==> src/fsd_pkg.sv <==
// Behaviour
// - Start sequence valid for 1..len+2 low bits
// - First low bit strobe after start marks secondary point
// - Latch microtick stamp at secondary point
// - Primary stamp is secondary minus correction terms
// - Primary stamp delivered with decoded frame
// - Both stamps counted in microticks
// - Pulse potential frame start at secondary point
// - Only one decoding method per channel
// - Wakeup detection off only during reset, transmit, standby
// - Elements separated by idle delimiter decode cleanly
// - Each channel decodes independently
// - Bit time equals samples per bit times period
// - Microtick is integer multiple, phase locked
// - Element start at first low after idle
// - Idle only if all delimiter bits high
// - Pulse potential idle start on low-to-high bits
// - Strobe bit where sample counter hits offset
// - Idle timer restarts on each low bit
package fsd_pkg;

  localparam int SAMPLE_CLOCK_PERIOD_NS = 5;
  localparam int SAMPLES_PER_BIT_INT = 8;
  localparam int NOMINAL_BIT_TIME_NS = SAMPLES_PER_BIT_INT * SAMPLE_CLOCK_PERIOD_NS;
  localparam int IDLE_DELIMITER_BITS_INT = 11;

  localparam int SCNT_W = 4;
  localparam int UTICK_W = 16;
  localparam int ICNT_W = 7;

  localparam logic [SCNT_W-1:0] SAMPLES_PER_BIT = 4'h8;
  localparam logic [SCNT_W-1:0] STROBE_SAMPLE_INDEX = 4'h5;
  localparam logic [SCNT_W-1:0] SYNC_RELOAD_VALUE = 4'h2;
  localparam logic [SCNT_W-1:0] SCNT_RESET_VALUE = 4'h1;
  localparam logic [ICNT_W-1:0] IDLE_SAMPLES =
    ICNT_W'(IDLE_DELIMITER_BITS_INT * SAMPLES_PER_BIT_INT);
  localparam logic [4:0] TSS_TOLERANCE_BITS = 5'h02;
  localparam logic [1:0] MAX_FSS_HIGH_BITS = 2'h3;
  localparam logic [UTICK_W-1:0] UTICK_RESET_VALUE = 16'h0000;

  typedef enum logic [1:0] {
    FSD_STANDBY,
    FSD_NORMAL,
    FSD_READY
  } fsd_mode_t;

  typedef enum logic [1:0] {
    DS_WAIT_IDLE,
    DS_START_SEQ,
    DS_FRAME_START,
    DS_FRAME
  } fsd_dec_state_t;

  typedef struct packed {
    logic [3:0] tx_start_seq_len;
    logic [2:0] samples_per_utick;
    logic [UTICK_W-1:0] decode_correction;
    logic [UTICK_W-1:0] delay_compensation;
  } fsd_cfg_t;

  typedef struct packed {
    logic valid;
    logic [31:0] contents;
    logic [UTICK_W-1:0] primary_ref_stamp;
  } fsd_frame_ind_t;

endpackage : fsd_pkg

==> src/fsd_wrap_counter.sv <==
`timescale 1ns/1ps
`default_nettype none
module fsd_wrap_counter
  import fsd_pkg::*;
#(
  parameter int W = 4
)
(
  input wire logic clk_in,
  input wire logic rst_n_in,
  input wire logic run_in,
  input wire logic load_in,
  input wire logic [W-1:0] load_val_in,
  input wire logic [W-1:0] top_in,
  output logic [W-1:0] count_out,
  output logic wrap_out
);

  typedef struct packed {
    logic [W-1:0] count;
  } fsd_wc_state_t;

  fsd_wc_state_t s_r;
  fsd_wc_state_t s_nxt;

  // Counts 1..top cyclically, load has priority
  always_comb
  begin
    s_nxt = s_r;
    if (load_in)
    begin
      s_nxt.count = load_val_in;
    end
    else if (run_in)
    begin
      s_nxt.count = (s_r.count >= top_in) ? W'(1) : W'(s_r.count + W'(1));
    end
  end

  always_ff @(posedge clk_in or negedge rst_n_in)
  begin
    if (!rst_n_in)
    begin
      s_r <= '{count: W'(1)};
    end
    else
    begin
      s_r <= s_nxt;
    end
  end

  assign count_out = s_r.count;
  assign wrap_out = run_in && !load_in && (s_r.count >= top_in);

endmodule : fsd_wrap_counter
`default_nettype wire

==> src/fsd_frame_start_decoder.sv <==
`timescale 1ns/1ps
`default_nettype none
module fsd_frame_start_decoder
  import fsd_pkg::*;
(
  input wire logic CLK_SYS_IN,
  input wire logic RESET_N_IN,
  input wire fsd_mode_t MODE_IN,
  input wire logic TX_ACTIVE_IN,
  input wire logic VOTED_RX_IN,
  input wire fsd_cfg_t CFG_IN,
  input wire logic FRAME_DONE_IN,
  input wire logic [31:0] FRAME_CONTENTS_IN,
  input wire logic DECODE_ERROR_IN,
  output logic BIT_STROBE_OUT,
  output logic BIT_VALUE_OUT,
  output logic CHANNEL_IDLE_OUT,
  output logic CE_START_OUT,
  output logic POT_FRAME_START_OUT,
  output logic POT_IDLE_START_OUT,
  output logic [UTICK_W-1:0] SECONDARY_REF_STAMP_OUT,
  output fsd_frame_ind_t FRAME_DECODED_OUT,
  output logic START_SEQ_ERROR_OUT,
  output logic SYMBOL_DECODE_EN_OUT,
  output logic WAKEUP_DETECT_EN_OUT,
  output logic [UTICK_W-1:0] UTICK_COUNT_OUT
);

  typedef struct packed {
    logic prev_voted;
    logic sync_en;
    logic last_low;
    logic [ICNT_W-1:0] idle_cnt;
    logic idle;
    fsd_dec_state_t dec_state;
    logic [4:0] low_cnt;
    logic [1:0] high_cnt;
    logic [UTICK_W-1:0] utick;
    logic [UTICK_W-1:0] primary;
    logic [UTICK_W-1:0] secondary;
    logic bit_strobe;
    logic bit_value;
    logic ce_start;
    logic pot_frame_start;
    logic pot_idle_start;
    logic ss_error;
    logic sym_en;
    logic wake_en;
    fsd_frame_ind_t frame_ind;
  } fsd_state_t;

  localparam fsd_state_t STATE_RESET = '{
    prev_voted: 1'b1,
    sync_en: 1'b1,
    last_low: 1'b0,
    idle_cnt: '0,
    idle: 1'b0,
    dec_state: DS_WAIT_IDLE,
    low_cnt: '0,
    high_cnt: '0,
    utick: UTICK_RESET_VALUE,
    primary: UTICK_RESET_VALUE,
    secondary: UTICK_RESET_VALUE,
    bit_strobe: 1'b0,
    bit_value: 1'b1,
    ce_start: 1'b0,
    pot_frame_start: 1'b0,
    pot_idle_start: 1'b0,
    ss_error: 1'b0,
    sym_en: 1'b1,
    wake_en: 1'b0,
    frame_ind: '0
  };

  fsd_state_t s_r;
  fsd_state_t s_nxt;

  logic rx_run;
  logic dec_run;
  logic sync_now;
  logic strobe_now;
  logic [SCNT_W-1:0] sample_cnt;
  logic utick_wrap;
  logic [4:0] tss_max;

  // Receive path halts in standby and while this node transmits
  assign rx_run = (MODE_IN != FSD_STANDBY) && !TX_ACTIVE_IN;
  assign dec_run = rx_run && (MODE_IN == FSD_NORMAL);
  // Bit synchronisation on falling edge of voted samples
  assign sync_now = rx_run && s_r.sync_en && s_r.prev_voted && !VOTED_RX_IN;
  assign strobe_now = rx_run && (sample_cnt == STROBE_SAMPLE_INDEX) && !sync_now;
  assign tss_max = 5'({1'b0, CFG_IN.tx_start_seq_len} + TSS_TOLERANCE_BITS);

  // Sample counter, one sample per system clock
  fsd_wrap_counter #(
    .W(SCNT_W)
  ) u_sample_cnt (
    .clk_in(CLK_SYS_IN),
    .rst_n_in(RESET_N_IN),
    .run_in(rx_run),
    .load_in(sync_now),
    .load_val_in(SYNC_RELOAD_VALUE),
    .top_in(SAMPLES_PER_BIT),
    .count_out(sample_cnt),
    .wrap_out()
  );

  // Microtick prescaler, locked to the sample clock
  fsd_wrap_counter #(
    .W(3)
  ) u_utick_pre (
    .clk_in(CLK_SYS_IN),
    .rst_n_in(RESET_N_IN),
    .run_in(1'b1),
    .load_in(1'b0),
    .load_val_in(3'h1),
    .top_in(CFG_IN.samples_per_utick),
    .count_out(),
    .wrap_out(utick_wrap)
  );

  always_comb
  begin
    s_nxt = s_r;
    s_nxt.bit_strobe = 1'b0;
    s_nxt.ce_start = 1'b0;
    s_nxt.pot_frame_start = 1'b0;
    s_nxt.pot_idle_start = 1'b0;
    s_nxt.ss_error = 1'b0;
    s_nxt.frame_ind.valid = 1'b0;
    s_nxt.wake_en = (MODE_IN != FSD_STANDBY) && !TX_ACTIVE_IN;

    // Free-running time base in microticks
    if (utick_wrap)
    begin
      s_nxt.utick = UTICK_W'(s_r.utick + UTICK_W'(1));
    end

    s_nxt.prev_voted = rx_run ? VOTED_RX_IN : 1'b1;
    if (sync_now)
    begin
      s_nxt.sync_en = 1'b0;
    end
    if (strobe_now)
    begin
      s_nxt.bit_strobe = 1'b1;
      s_nxt.bit_value = VOTED_RX_IN;
      s_nxt.last_low = !VOTED_RX_IN;
      if (VOTED_RX_IN)
      begin
        s_nxt.sync_en = 1'b1;
      end
      if (VOTED_RX_IN && s_r.last_low)
      begin
        s_nxt.pot_idle_start = 1'b1;
      end
    end

    // Idle timer: cleared while not receiving, restarted by low bits
    if (!rx_run)
    begin
      s_nxt.idle_cnt = '0;
      s_nxt.idle = 1'b0;
      s_nxt.last_low = 1'b0;
    end
    else if (strobe_now && !VOTED_RX_IN)
    begin
      s_nxt.idle_cnt = '0;
      s_nxt.idle = 1'b0;
    end
    else if (!s_r.idle)
    begin
      if (s_r.idle_cnt == ICNT_W'(IDLE_SAMPLES - ICNT_W'(1)))
      begin
        s_nxt.idle = 1'b1;
      end
      else
      begin
        s_nxt.idle_cnt = ICNT_W'(s_r.idle_cnt + ICNT_W'(1));
      end
    end

    if (!dec_run)
    begin
      s_nxt.dec_state = DS_WAIT_IDLE;
    end
    else
    begin
      case (s_r.dec_state)
        DS_WAIT_IDLE:
        begin
          if (s_r.idle && strobe_now && !VOTED_RX_IN)
          begin
            s_nxt.ce_start = 1'b1;
            s_nxt.low_cnt = 5'h01;
            s_nxt.dec_state = DS_START_SEQ;
          end
        end
        DS_START_SEQ:
        begin
          if (strobe_now && !VOTED_RX_IN)
          begin
            if (s_r.low_cnt >= tss_max)
            begin
              s_nxt.ss_error = 1'b1;
              s_nxt.dec_state = DS_WAIT_IDLE;
            end
            else
            begin
              s_nxt.low_cnt = 5'(s_r.low_cnt + 5'h01);
            end
          end
          else if (strobe_now)
          begin
            s_nxt.high_cnt = 2'h1;
            s_nxt.dec_state = DS_FRAME_START;
          end
        end
        DS_FRAME_START:
        begin
          if (strobe_now && !VOTED_RX_IN)
          begin
            // Secondary reference point reached
            s_nxt.secondary = s_r.utick;
            s_nxt.primary = UTICK_W'(s_r.utick - CFG_IN.decode_correction
              - CFG_IN.delay_compensation);
            s_nxt.pot_frame_start = 1'b1;
            s_nxt.dec_state = DS_FRAME;
          end
          else if (strobe_now)
          begin
            if (s_r.high_cnt >= MAX_FSS_HIGH_BITS)
            begin
              s_nxt.ss_error = 1'b1;
              s_nxt.dec_state = DS_WAIT_IDLE;
            end
            else
            begin
              s_nxt.high_cnt = 2'(s_r.high_cnt + 2'h1);
            end
          end
        end
        DS_FRAME:
        begin
          if (DECODE_ERROR_IN || s_r.idle)
          begin
            s_nxt.dec_state = DS_WAIT_IDLE;
          end
          else if (FRAME_DONE_IN)
          begin
            s_nxt.frame_ind.valid = 1'b1;
            s_nxt.frame_ind.contents = FRAME_CONTENTS_IN;
            s_nxt.frame_ind.primary_ref_stamp = s_r.primary;
          end
        end
        default:
        begin
          s_nxt.dec_state = DS_WAIT_IDLE;
        end
      endcase
    end
    // Symbol decoding only until a frame start is classified
    s_nxt.sym_en = (s_nxt.dec_state != DS_FRAME);
  end

  // One channel per instance; no shared state between channels
  always_ff @(posedge CLK_SYS_IN or negedge RESET_N_IN)
  begin
    if (!RESET_N_IN)
    begin
      s_r <= STATE_RESET;
    end
    else
    begin
      s_r <= s_nxt;
    end
  end

  assign BIT_STROBE_OUT = s_r.bit_strobe;
  assign BIT_VALUE_OUT = s_r.bit_value;
  assign CHANNEL_IDLE_OUT = s_r.idle;
  assign CE_START_OUT = s_r.ce_start;
  assign POT_FRAME_START_OUT = s_r.pot_frame_start;
  assign POT_IDLE_START_OUT = s_r.pot_idle_start;
  assign SECONDARY_REF_STAMP_OUT = s_r.secondary;
  assign FRAME_DECODED_OUT = s_r.frame_ind;
  assign START_SEQ_ERROR_OUT = s_r.ss_error;
  assign SYMBOL_DECODE_EN_OUT = s_r.sym_en;
  assign WAKEUP_DETECT_EN_OUT = s_r.wake_en;
  assign UTICK_COUNT_OUT = s_r.utick;
endmodule : fsd_frame_start_decoder
`default_nettype wire

==> config.mk <==
export PLATFORM = sky130hd
export DESIGN_NAME = fsd_frame_start_decoder
export DESIGN_NICKNAME = d
export VERILOG_FILES = /design/src/fsd_pkg.sv /design/src/fsd_wrap_counter.sv /design/src/fsd_frame_start_decoder.sv
export SDC_FILE = /design/constraint.sdc
export NUM_CORES = 1
export LEC_CHECK = 0
export BUFFER_PORTS_ARGS = -buffer_cell sky130_fd_sc_hd__buf_2
export CAP_MARGIN = 20
export CORE_ASPECT_RATIO = 0.5
export CORE_MARGIN = 2
export CORE_UTILIZATION = 45
export CTS_CLUSTER_DIAMETER = 80
export DETAILED_ROUTE_END_ITERATION = 6
export PLACE_DENSITY = 0.65
export REMOVE_ABC_BUFFERS = 1
export SYNTH_ARGS = -nofsm -noshare
export SYNTH_HDL_FRONTEND = slang
export SYNTH_SLANG_ARGS = --single-unit
==> constraint.sdc <==
create_clock -name CLK_SYS_IN -period 3 [get_ports CLK_SYS_IN]
set_input_delay 0.3 -clock CLK_SYS_IN [delete_from_list [all_inputs] [get_ports CLK_SYS_IN]]
set_output_delay 0.3 -clock CLK_SYS_IN [all_outputs]
set_load 0.01 [all_outputs]
# == Word-level counts from Yosys, hierarchy flattened ==
# Index checks and enable logic that the tools add are counted.
# word_totals
input_bits,79
elab_cells,133
mem_bits_rw,0
out_inout_bits,90
latchBits,0
n_memories,0
regBits,132
rom_bits,0
# op_classes
shifts,0
n_bitwise,1
n_eq_ne,18
add_sub_neg,9
reduce_logical,25
n_div,0
n_mul,0
muxes,52
order_cmp,4
# ops
op,count
49-bit 2-to-1 mux,4
2-bit 2-to-1 mux,16
16-bit subtractor,2
8-bit 2-to-1 mux,3
2-bit inequality test (second input constant),9
1-bit 2-to-1 mux,17
16-bit by 1-bit adder with 16-bit output (second input constant),1
7-bit 2-to-1 mux,2
4-bit 2-to-1 mux,3
1-bit logical AND,11
5-bit 2-to-1 mux,2
5-bit case mux with 2 select lines,1
2-bit case mux with 4 select lines,1
2-bit nonzero test,4
7-bit by 1-bit adder with 7-bit output (second input constant),1
7-bit equality test (second input constant),1
7-bit AND reduction,1
4-bit by 2-bit adder with 5-bit output (second input constant),1
5-bit by 1-bit adder with 5-bit output (second input constant),1
5-bit greater-or-equal comparator,1
5-bit AND reduction,1
4-bit by 1-bit adder with 4-bit output (second input constant),1
2-bit by 1-bit equality test with 1-bit output (second input constant),2
2-bit equality test (second input constant),2
other kinds (19),21

# == Logic depth before layout (Yosys ltp) ==
# Gate-level depths: netlist of run 1.
# depth
ltp_word,13
depth_mapped,10
mapped_depth_nobuf,10

# == By module ==
# A second synthesis of run 1 with hierarchy kept.
# hier_totals
cells_unflattened,806
area_unflattened_um2,7619.8
# by_module_without_submodules
module,area_per_inst_um2,instances,cells_each,seq_area_each_um2
fsd_frame_start_decoder,7043.0,1,742,3133.0
fsd_wrap_counter (u_sample_cnt),321.6,1,35,101.3
fsd_wrap_counter (u_utick_pre),255.2,1,29,76.3

# == Worst setup path before layout of run 1 ==
# Ideal clock, no wire load.
# synth_timing
path_kind,register to register
start,register s_r (netlist bit UTICK_COUNT_OUT[2])
end,register s_r[82] (netlist name)
arrival_ns,2.324
stages_incl_launch_ff,9
n_path_buf,0
synth_period_minus_slack_ns,2.420
setup_time_ns,0.095
slack_ns,0.580
t_required_ns,2.905
cell_sequence,dfrtp_1 > fa_1 > ha_1 > a21oi_1 > a21oi_1 > o311a_1 > o21a_1 > o21a_1 > o31ai_1
# synth_via
elab_chain_len,2
# synth_lines
item,line_no,source
start: declaration,fsd_frame_start_decoder.sv:75,fsd_state_t s_r;
start signal: assignment,fsd_frame_start_decoder.sv:275,s_r <= s_nxt;
16-bit subtractor,fsd_frame_start_decoder.sv:225,s_nxt.primary = UTICK_W'(s_r.utick - CFG_IN.decode_correction
16-bit subtractor,fsd_frame_start_decoder.sv:226,- CFG_IN.delay_compensation);
# Every way passes these cells.
# A chain may end at the register's enable or synchronous reset.

# == Final worst setup path of run 1 ==
# layout_timing
start,register s_r (netlist bit UTICK_COUNT_OUT[2])
end,register s_r[84] (netlist name)
# Same word-level chain as after synthesis.

==> results of run 1 <==
==> through the flow <==
stage,utilization [%],hold slack (ns)
6_report,52.8,0.0842
5_1_grt,52.8,0.0744
4_1_cts,52.8,0.0676
3_5_place_dp,48.8,0.350
3_3_place_gp,48.8,0.342
2_1_floorplan,-,0.00441
==> area by class of cell <==
type	instances	area, um^2	area share [%]
Clock inverter	12	201	2.33
Multi-Input combinational cell	529	3300	38.2
Clock buffer	20	447	5.17
Timing Repair Buffer	173	900	10.4
Tap cell	227	284	3.29
Sequential cell	132	3310	38.3
Inverter	51	191	2.22
==> power groups by stage <==
stage          sequential, mW  combinational (mW)  clock (mW)
4_1_cts                  2.05                1.29        2.34
3_3_place_gp             2.07                1.23           0
3_5_place_dp             2.08                1.27           0
6_report                 2.05                1.28        2.29
5_1_grt                  2.07                1.45        2.41
2_1_floorplan            2.07               0.893           0
==> how the worst max path moves through the flow <==
| stage | from | end | slack (ns) |
|---|---|---|---|
| 2_1_floorplan | s_r[113]$_DFF_PN0_ | FRAME_DECODED_OUT[0]$_DFFE_PN0P_ | 0.32 |
| 3_3_place_gp | UTICK_COUNT_OUT[2]$_DFFE_PN0N_ | s_r[82]$_DFFE_PN0P_ | 0.45 |
| 3_5_place_dp | UTICK_COUNT_OUT[2]$_DFFE_PN0N_ | s_r[82]$_DFFE_PN0P_ | 0.37 |
| 4_1_cts | UTICK_COUNT_OUT[2]$_DFFE_PN0N_ | s_r[82]$_DFFE_PN0P_ | 0.36 |
| 5_1_grt | UTICK_COUNT_OUT[2]$_DFFE_PN0N_ | s_r[84]$_DFFE_PN0P_ | 0.12 |
| 6_report | UTICK_COUNT_OUT[2]$_DFFE_PN0N_ | s_r[84]$_DFFE_PN0P_ | 0.35 |
==> cells by family (layout without fill, tap and decap cells) <==
| group | count (synthesis) | count (layout) | share of synthesized area [%] |
|---|---|---|---|
| adder cells (fa/ha/maj) | 54 | 54 | 10.5 |
| AO/OA/AOI/OAI | 86 | 86 | 7.77 |
| XOR/XNOR | 40 | 40 | 4.67 |
| AND/OR/NAND/NOR | 345 | 345 | 20.4 |
| flip-flops | 132 | 132 | 44.1 |
| multiplexers | 4 | 4 | 0.550 |
| buffers and inverters | 153 | 256 | 12.0 |
==> per-layer routing <==
metal  vias up  GRT usage, %
li1       2741             -
met1      2588          24.3
met2       104          30.6
met3        13          3.24
met4         0          5.56
met5         -             0
==> state kept, by name, indices dropped and copies added (netlist names) <==
| signal | count |
|---|---|
| CE_START_OUT | 1 |
| FRAME_DECODED_OUT | 49 |
| BIT_VALUE_OUT | 1 |
| s_r | 35 |
| UTICK_COUNT_OUT | 16 |
| CHANNEL_IDLE_OUT | 1 |
| SYMBOL_DECODE_EN_OUT | 1 |
| u_sample_cnt.count_out | 4 |
| u_utick_pre.count_out | 3 |
| POT_IDLE_START_OUT | 1 |
| POT_FRAME_START_OUT | 1 |
| SECONDARY_REF_STAMP_OUT | 16 |
| WAKEUP_DETECT_EN_OUT | 1 |
| BIT_STROBE_OUT | 1 |
| START_SEQ_ERROR_OUT | 1 |
==> cell usage after synthesis (3+ instances only) <==
cell and instances:
nor3_2 3, nand4_1 10, buf_2 8, o21ai_1 16
dfstp_2 6, and3_1 6, o31ai_1 3, o21a_1 3
nand2b_1 4, o211ai_1 3, clkbuf_1 11, a21o_1 8
nor3b_1 3, nand2_1 242, inv_2 4, mux2i_1 3
dfrtp_1 126, nand3_1 14, a21oi_1 15, and4_1 3
inv_1 47, ha_1 39, fa_1 15, buf_4 82
xor2_1 11, a211oi_1 4, nor2_1 35, xnor2_1 29
o21ai_0 15, nor3_1 6
==> layout by cell type, fill, tap and decap left out, drive strengths merged, types with 16 or more instances in the layout <==
| cell | count |
|---|---|
| a21oi | 16 |
| o21ai | 32 |
| nor2 | 37 |
| nand2 | 242 |
| clkbuf | 20 |
| ha | 39 |
| xnor2 | 29 |
| buf | 172 |
| inv | 52 |
| dfrtp | 126 |
==> worst register-to-register path: stages (launching register included) <==
cell	delay [ns]
dfrtp_1	0.49
fa_1	0.47
ha_1	0.35
a21oi_1	0.18
a21oi_1	0.14
o21ai_1	0.32
o221ai_1	0.22
xnor2_1	0.26
o21ai_1	0.09
==> impl_metrics.prom, run 1 <==
# TYPE chip_impl_metric gauge
chip_impl_info{name="run_status",value="finished, final reports clean"} 1
chip_impl_metric{name="largest_net_degree_at_the_start_of_global_routing",unit=""} 66
chip_impl_metric{name="vias",unit=""} 5446
chip_impl_metric{name="fin_skew",unit="ns"} 0.0174
chip_impl_metric{name="period_needed",unit="ns"} 2.65
chip_impl_info{name="critical-path-slowest-cell",value="dfrtp_1"} 1
chip_impl_metric{name="critical_path.max_fanout",unit=""} 7
chip_impl_metric{name="cts_setup_buffers",unit=""} 0
chip_impl_metric{name="worst-endpoint-arrival",unit="ns"} 2.93
chip_impl_metric{name="num-nets-final",unit=""} 1037
chip_impl_metric{name="number_of_clock_sinks_seen_by_cts",unit=""} 132
chip_impl_metric{name="timing.fmax",unit="MHz"} 377
chip_impl_metric{name="die_height",unit="um"} 95.3
chip_impl_metric{name="timing.setup.tns",unit="ns"} 0
chip_impl_metric{name="hpwlAfterDp",unit="um"} 11400
chip_impl_metric{name="grt_first_pass_wirelength",unit="um"} 26000
chip_impl_metric{name="critPathBufInv",unit=""} 0
chip_impl_metric{name="synth-seq-area-share",unit="%"} 44.1
chip_impl_metric{name="mappedNetlistArea",unit="mm^2"} 0.00751
chip_impl_info{name="reg2reg_to",value="s_r[84]$_DFFE_PN0P_"} 1
chip_impl_metric{name="post_drt_wl_per_cell",unit="um"} 13.7
chip_impl_metric{name="p_int",unit="mW"} 3.97
chip_impl_info{name="hold_start",value="FRAME_CONTENTS_IN[12]"} 1
chip_impl_metric{name="antenna_violating_nets_post_route",unit=""} 0
chip_impl_metric{name="synthesized_netlist_cell_count",unit=""} 814
chip_impl_metric{name="p_sw_share",unit="%"} 29.3
chip_impl_metric{name="clock_latency",unit="ns"} 0.41
chip_impl_metric{name="antenna_cells",unit=""} 0
chip_impl_metric{name="place_ws",unit="ns"} 0.368
chip_impl_info{name="sort_of_element_at_the_end_of_the_critical_path",value="register"} 1
chip_impl_metric{name="power_density",unit="mW/mm^2"} 650
chip_impl_info{name="critPathTopFamily",value="compound AO/OA/AOI/OAI gates"} 1
chip_impl_info{name="synth.area.top_cells",value="dfrtp_1 (42%), nand2_1 (12%), buf_4 (8.2%), ha_1 (6.5%), fa_1 (4.0%)"} 1
chip_impl_info{name="cts_tree",value="done"} 1
chip_impl_metric{name="crit_path_max_incr_delay",unit="ns"} 0.49
chip_impl_metric{name="reg2reg_depth",unit=""} 8
chip_impl_metric{name="fillers",unit=""} 1562
chip_impl_metric{name="grt_pass1_vias",unit=""} 5270
chip_impl_info{name="rr_startpoint",value="UTICK_COUNT_OUT[2]$_DFFE_PN0N_"} 1
chip_impl_info{name="worst_setup_sp_type",value="register"} 1
chip_impl_metric{name="path_clk_slew",unit="ns"} 0.06
chip_impl_info{name="hold_end",value="FRAME_DECODED_OUT[28]$_DFFE_PN0P_"} 1
chip_impl_metric{name="slew_viols_final",unit=""} 0
chip_impl_info{name="routed.top_layer",value="met4"} 1
chip_impl_metric{name="floorplan.io_pins",unit=""} 169
chip_impl_info{name="worstSetupPathType",value="reg -> reg"} 1
chip_impl_metric{name="synth.yosys.warnings",unit=""} 0
chip_impl_metric{name="synth-seq-cells",unit=""} 132
chip_impl_metric{name="die-width",unit="um"} 187
chip_impl_metric{name="yosysTopAreaCellShare",unit="%"} 42.0
chip_impl_metric{name="final_min_period_over_clock_period",unit="%"} 88.4
chip_impl_metric{name="grt_antenna_before_repair",unit=""} 0
chip_impl_info{name="worst_hold_path_type",value="in -> reg"} 1
chip_impl_metric{name="power.total",unit="mW"} 5.62
chip_impl_metric{name="switchingPower",unit="mW"} 1.64
chip_impl_metric{name="portBuffers",unit=""} 168
chip_impl_metric{name="min_path_cells",unit=""} 3
chip_impl_metric{name="routed-wl-met2",unit="um"} 7470
chip_impl_metric{name="floorplan.rows",unit=""} 33
chip_impl_metric{name="pwr-share-comb",unit="%"} 22.7
chip_impl_metric{name="dieArea",unit="mm^2"} 0.0178
chip_impl_metric{name="cts_max_path_bufs",unit=""} 2
chip_impl_metric{name="starting_density_of_the_core",unit="%"} 45.9
chip_impl_metric{name="worst-endpoint-required",unit="ns"} 3.27
chip_impl_metric{name="final-setup-viol-count",unit=""} 0
chip_impl_metric{name="power.sequential.fraction",unit="%"} 36.5
chip_impl_metric{name="postLayoutCellArea",unit="mm^2"} 0.00863
chip_impl_metric{name="gp_congestion",unit=""} 0.820
chip_impl_metric{name="cts-resized-gates",unit=""} 0
chip_impl_metric{name="worst_slew_pin_slew",unit="ns"} 0.860
chip_impl_metric{name="critical_path_depth",unit=""} 8
chip_impl_info{name="synth_top_flop_cell",value="dfrtp_1"} 1
chip_impl_metric{name="drive_above_1_share",unit="%"} 25.2
chip_impl_info{name="rsz0062_at_grt",value="false"} 1
chip_impl_metric{name="power.share.clock",unit="%"} 40.8
chip_impl_metric{name="final_cell_count_no_fill",unit=""} 1144
chip_impl_metric{name="setup_slack",unit="ns"} 0.347
chip_impl_metric{name="syn2layout_area_growth",unit="%"} 15.0
chip_impl_metric{name="routed-wl-met3",unit="um"} 560
chip_impl_metric{name="finalHoldViolations",unit=""} 0
chip_impl_info{name="crit_chain",value="fa_1 > ha_1 > a21oi_1 > a21oi_1 > o21ai_1 > o221ai_1 > xnor2_1 > o21ai_1"} 1
chip_impl_metric{name="p_leak",unit="nW"} 4.75
chip_impl_metric{name="route.detailed.drc",unit=""} 0
chip_impl_metric{name="post_drt_via_cell_ratio",unit=""} 4.76
chip_impl_metric{name="drt_first_pass_iters",unit=""} 4
chip_impl_metric{name="post-place-cells",unit=""} 1111
chip_impl_metric{name="synth_edf_count",unit=""} 0
chip_impl_metric{name="tritoncts.num_buffers",unit=""} 17
chip_impl_metric{name="grt_total_ovfl",unit=""} 0
chip_impl_metric{name="detailed_place.area",unit="mm^2"} 0.00798
chip_impl_metric{name="grt.total_usage",unit="%"} 18.2
chip_impl_metric{name="htree_levels",unit=""} 4
chip_impl_metric{name="syn_avg_cell_area",unit="um^2"} 9.22
chip_impl_metric{name="detailedRoute.firstIterationViolations",unit=""} 288
chip_impl_metric{name="post_synth_arst_share",unit="%"} 100
chip_impl_metric{name="m1WireLength",unit="um"} 7480
chip_impl_info{name="ctsRootBufferMaster",value="clkbuf_16"} 1
chip_impl_metric{name="max_slew_margin",unit="%"} 42.7
chip_impl_metric{name="detail_route.wirelength",unit="um"} 15700
chip_impl_info{name="post-synth-top-area-cell",value="dfrtp_1"} 1
chip_impl_metric{name="peakVddDrop",unit="uV"} 382
chip_impl_metric{name="placeableCoreArea",unit="mm^2"} 0.0164
chip_impl_metric{name="cts_hold_buf",unit=""} 1
chip_impl_metric{name="max_cap_viol_count",unit=""} 0
chip_impl_metric{name="r2r_slack",unit="ns"} 0.35
chip_impl_metric{name="yosysUniqueCellTypes",unit=""} 64
Power figures use the tool's default switching activity.
==> run 2: changes to the inputs <==
--- a/config.mk
+++ b/config.mk
@@ -9,10 +9,10 @@
 export CAP_MARGIN = 20
 export CORE_ASPECT_RATIO = 0.5
 export CORE_MARGIN = 2
-export CORE_UTILIZATION = 45
+export CORE_UTILIZATION = 55
 export CTS_CLUSTER_DIAMETER = 80
 export DETAILED_ROUTE_END_ITERATION = 6
-export PLACE_DENSITY = 0.65
+export PLACE_DENSITY = 0.78
 export REMOVE_ABC_BUFFERS = 1
 export SYNTH_ARGS = -nofsm -noshare
 export SYNTH_HDL_FRONTEND = slang
==> impl_metrics.prom, run 2 (same netlist as run 1, synthesis figures left out) <==
# TYPE chip_impl_metric gauge
chip_impl_info{name="crit_chain",value="fa_1 > ha_1 > a21oi_1 > a21oi_1 > o311a_1 > o21a_1 > o21a_1 > o31ai_1"} 1
chip_impl_metric{name="timing.fmax",unit="MHz"} 375
chip_impl_metric{name="route.detailed.drc",unit=""} 0
chip_impl_metric{name="portBuffers",unit=""} 168
chip_impl_metric{name="die_height",unit="um"} 86.6
chip_impl_metric{name="dieArea",unit="mm^2"} 0.0147
chip_impl_metric{name="syn2layout_area_growth",unit="%"} 13.9
chip_impl_metric{name="peakVddDrop",unit="uV"} 333
chip_impl_metric{name="worst_hold_slack_after_final_layout",unit="ns"} -0.0345
chip_impl_metric{name="slew_viols_final",unit=""} 0
chip_impl_metric{name="vias",unit=""} 5553
chip_impl_metric{name="p_leak",unit="nW"} 4.74
chip_impl_info{name="critical-path-slowest-cell",value="dfrtp_1"} 1
chip_impl_info{name="critPathTopFamily",value="compound AO/OA/AOI/OAI gates"} 1
chip_impl_metric{name="largest_net_degree_at_the_start_of_global_routing",unit=""} 95
chip_impl_metric{name="drive_above_1_share",unit="%"} 25.5
chip_impl_metric{name="final-setup-viol-count",unit=""} 0
chip_impl_metric{name="drt_first_pass_iters",unit=""} 5
chip_impl_metric{name="htree_levels",unit=""} 4
chip_impl_metric{name="r2r_slack",unit="ns"} 0.33
chip_impl_metric{name="p_sw_share",unit="%"} 29.9
chip_impl_metric{name="floorplan.io_pins",unit=""} 169
chip_impl_info{name="worst_setup_sp_type",value="register"} 1
chip_impl_info{name="reg2reg_to",value="s_r[82]$_DFFE_PN0P_"} 1
chip_impl_metric{name="grt.total_usage",unit="%"} 21.9
chip_impl_metric{name="pwr-share-comb",unit="%"} 23.0
chip_impl_metric{name="antenna_violating_nets_post_route",unit=""} 0
chip_impl_metric{name="fin_skew",unit="ns"} 0.0119
chip_impl_metric{name="p_int",unit="mW"} 3.87
chip_impl_metric{name="clock_latency",unit="ns"} 0.41
chip_impl_info{name="sort_of_element_at_the_end_of_the_critical_path",value="register"} 1
chip_impl_metric{name="gp_congestion",unit=""} 0.863
chip_impl_metric{name="max_slew_margin",unit="%"} 43.7
chip_impl_metric{name="detailedRoute.firstIterationViolations",unit=""} 364
chip_impl_info{name="run_status",value="finished with violations"} 1
chip_impl_metric{name="reg2reg_depth",unit=""} 8
chip_impl_metric{name="power.sequential.fraction",unit="%"} 37.0
chip_impl_metric{name="postLayoutCellArea",unit="mm^2"} 0.00855
chip_impl_metric{name="number_of_clock_sinks_seen_by_cts",unit=""} 132
chip_impl_metric{name="final_min_period_over_clock_period",unit="%"} 88.8
chip_impl_metric{name="hpwlAfterDp",unit="um"} 11100
chip_impl_metric{name="worst-endpoint-arrival",unit="ns"} 2.98
chip_impl_metric{name="worst_slew_pin_slew",unit="ns"} 0.844
chip_impl_metric{name="floorplan.rows",unit=""} 30
chip_impl_metric{name="finalCoreUtilization",unit="%"} 63.6
chip_impl_metric{name="crit_path_max_incr_delay",unit="ns"} 0.48
chip_impl_info{name="mostFrequentLayoutCell",value="nand2_1"} 1
chip_impl_metric{name="post_drt_wl_per_cell",unit="um"} 14.0
chip_impl_metric{name="cts-resized-gates",unit=""} 0
chip_impl_metric{name="grt_first_pass_wirelength",unit="um"} 25700
chip_impl_metric{name="power.share.clock",unit="%"} 40.1
chip_impl_metric{name="finalHoldViolations",unit=""} 36
chip_impl_metric{name="fillers",unit=""} 1166
chip_impl_info{name="rsz0062_at_grt",value="false"} 1
chip_impl_metric{name="worst-endpoint-required",unit="ns"} 3.32
chip_impl_metric{name="detailed_place.area",unit="mm^2"} 0.00792
chip_impl_metric{name="largest_register_ffs",unit=""} 49
chip_impl_metric{name="timing.setup.tns",unit="ns"} 0
chip_impl_metric{name="starting_density_of_the_core",unit="%"} 55.9
chip_impl_metric{name="switchingPower",unit="mW"} 1.65
chip_impl_metric{name="power_density",unit="mW/mm^2"} 647
chip_impl_metric{name="die-width",unit="um"} 169
chip_impl_metric{name="detail_route.wirelength",unit="um"} 15300
chip_impl_metric{name="grt_pass1_vias",unit=""} 5436
chip_impl_metric{name="grt_total_ovfl",unit=""} 0
chip_impl_metric{name="grt_antenna_before_repair",unit=""} 0
chip_impl_metric{name="placeableCoreArea",unit="mm^2"} 0.0134
chip_impl_metric{name="max_cap_viol_count",unit=""} 0
chip_impl_metric{name="cts_setup_buffers",unit=""} 0
chip_impl_info{name="worstSetupPathType",value="reg -> reg"} 1
chip_impl_metric{name="tritoncts.num_buffers",unit=""} 17
chip_impl_info{name="ctsRootBufferMaster",value="clkbuf_16"} 1
chip_impl_metric{name="num-nets-final",unit=""} 1038
chip_impl_info{name="worst_hold_path_type",value="in -> async"} 1
chip_impl_info{name="violations_in_the_final_reports",value="negative hold slack"} 1
chip_impl_metric{name="antenna_cells",unit=""} 0
chip_impl_metric{name="critical_path.max_fanout",unit=""} 7
chip_impl_info{name="cts_tree",value="done"} 1
chip_impl_metric{name="cts_max_path_bufs",unit=""} 2
chip_impl_metric{name="path_clk_slew",unit="ns"} 0.06
chip_impl_metric{name="post_drt_via_cell_ratio",unit=""} 5.08
chip_impl_metric{name="critPathBufInv",unit=""} 0
chip_impl_info{name="rr_startpoint",value="UTICK_COUNT_OUT[2]$_DFFE_PN0N_"} 1
chip_impl_metric{name="cts_hold_buf",unit=""} 0
chip_impl_metric{name="period_needed",unit="ns"} 2.67
chip_impl_info{name="commonest_cells_after_routing_fill_and_taps_aside",value="nand2_1 (242), buf_2 (167), dfrtp_1 (126), inv_1 (47), ha_1 (39)"} 1
-- run 2: metal layers --
layer | routed length (um) | vias to the layer above | global-route usage [%]
li1 | - | 2747 | -
met1 | 6970 | 2656 | 28.9
met2 | 7520 | 131 | 37.1
met3 | 618 | 19 | 4.47
met4 | 201 | 0 | 6.53
met5 | 0 | - | 0
-- run 2: metrics by stage --
step                      cells  hold slack [ns]  total power, mW  setup slack [ns]
after floorplan             712          0.00441             2.96             0.319
after global placement     1062            0.439             3.27             0.468
after detailed placement   1062            0.443             3.33             0.374
after CTS                  1094          0.00457             5.57             0.360
after global routing       1094           0.0291             5.84             0.195
final                      1094          -0.0345             5.53             0.335
-- run 2: worst max path at each step --
stage | from | to | slack, ns | cells after the start
after detailed placement | UTICK_COUNT_OUT[2]$_DFFE_PN0N_ | s_r[82]$_DFFE_PN0P_ | 0.37 | 8
after global routing | UTICK_COUNT_OUT[2]$_DFFE_PN0N_ | s_r[82]$_DFFE_PN0P_ | 0.20 | 8
after CTS | UTICK_COUNT_OUT[2]$_DFFE_PN0N_ | s_r[82]$_DFFE_PN0P_ | 0.36 | 8
final | UTICK_COUNT_OUT[2]$_DFFE_PN0N_ | s_r[82]$_DFFE_PN0P_ | 0.33 | 8
after global placement | UTICK_COUNT_OUT[2]$_DFFE_PN0N_ | s_r[82]$_DFFE_PN0P_ | 0.47 | 8
after floorplan | s_r[113]$_DFF_PN0_ | FRAME_DECODED_OUT[0]$_DFFE_PN0P_ | 0.32 | 6
-- run 2: worst register-to-register path, cell delays in order, from the launching register on --
cell and delay (ns):
dfrtp_1 0.48, fa_1 0.48, ha_1 0.36, a21oi_1 0.20, a21oi_1 0.14, o311a_1 0.36
o21a_1 0.18, o21a_1 0.16, o31ai_1 0.22
-- run 2: layout make-up --
class / count / area, um^2 / share of cell area, %
clock buffer: 18 / 429 / 5.02
clock inverter: 14 / 201 / 2.36
inverter: 51 / 191 / 2.24
multi-input combinational: 529 / 3300 / 38.6
sequential: 132 / 3310 / 38.7
tap: 176 / 220 / 2.58
timing repair buffer: 174 / 892 / 10.4
-- run 2: power by group through the flow --
stage          combinational, mW  sequential [mW]  clock (mW)
5_1_grt                     1.44             2.06        2.34
2_1_floorplan              0.893             2.07           0
4_1_cts                     1.28             2.04        2.25
3_5_place_dp                1.26             2.07           0
6_report                    1.27             2.04        2.21
3_3_place_gp                1.21             2.06           0
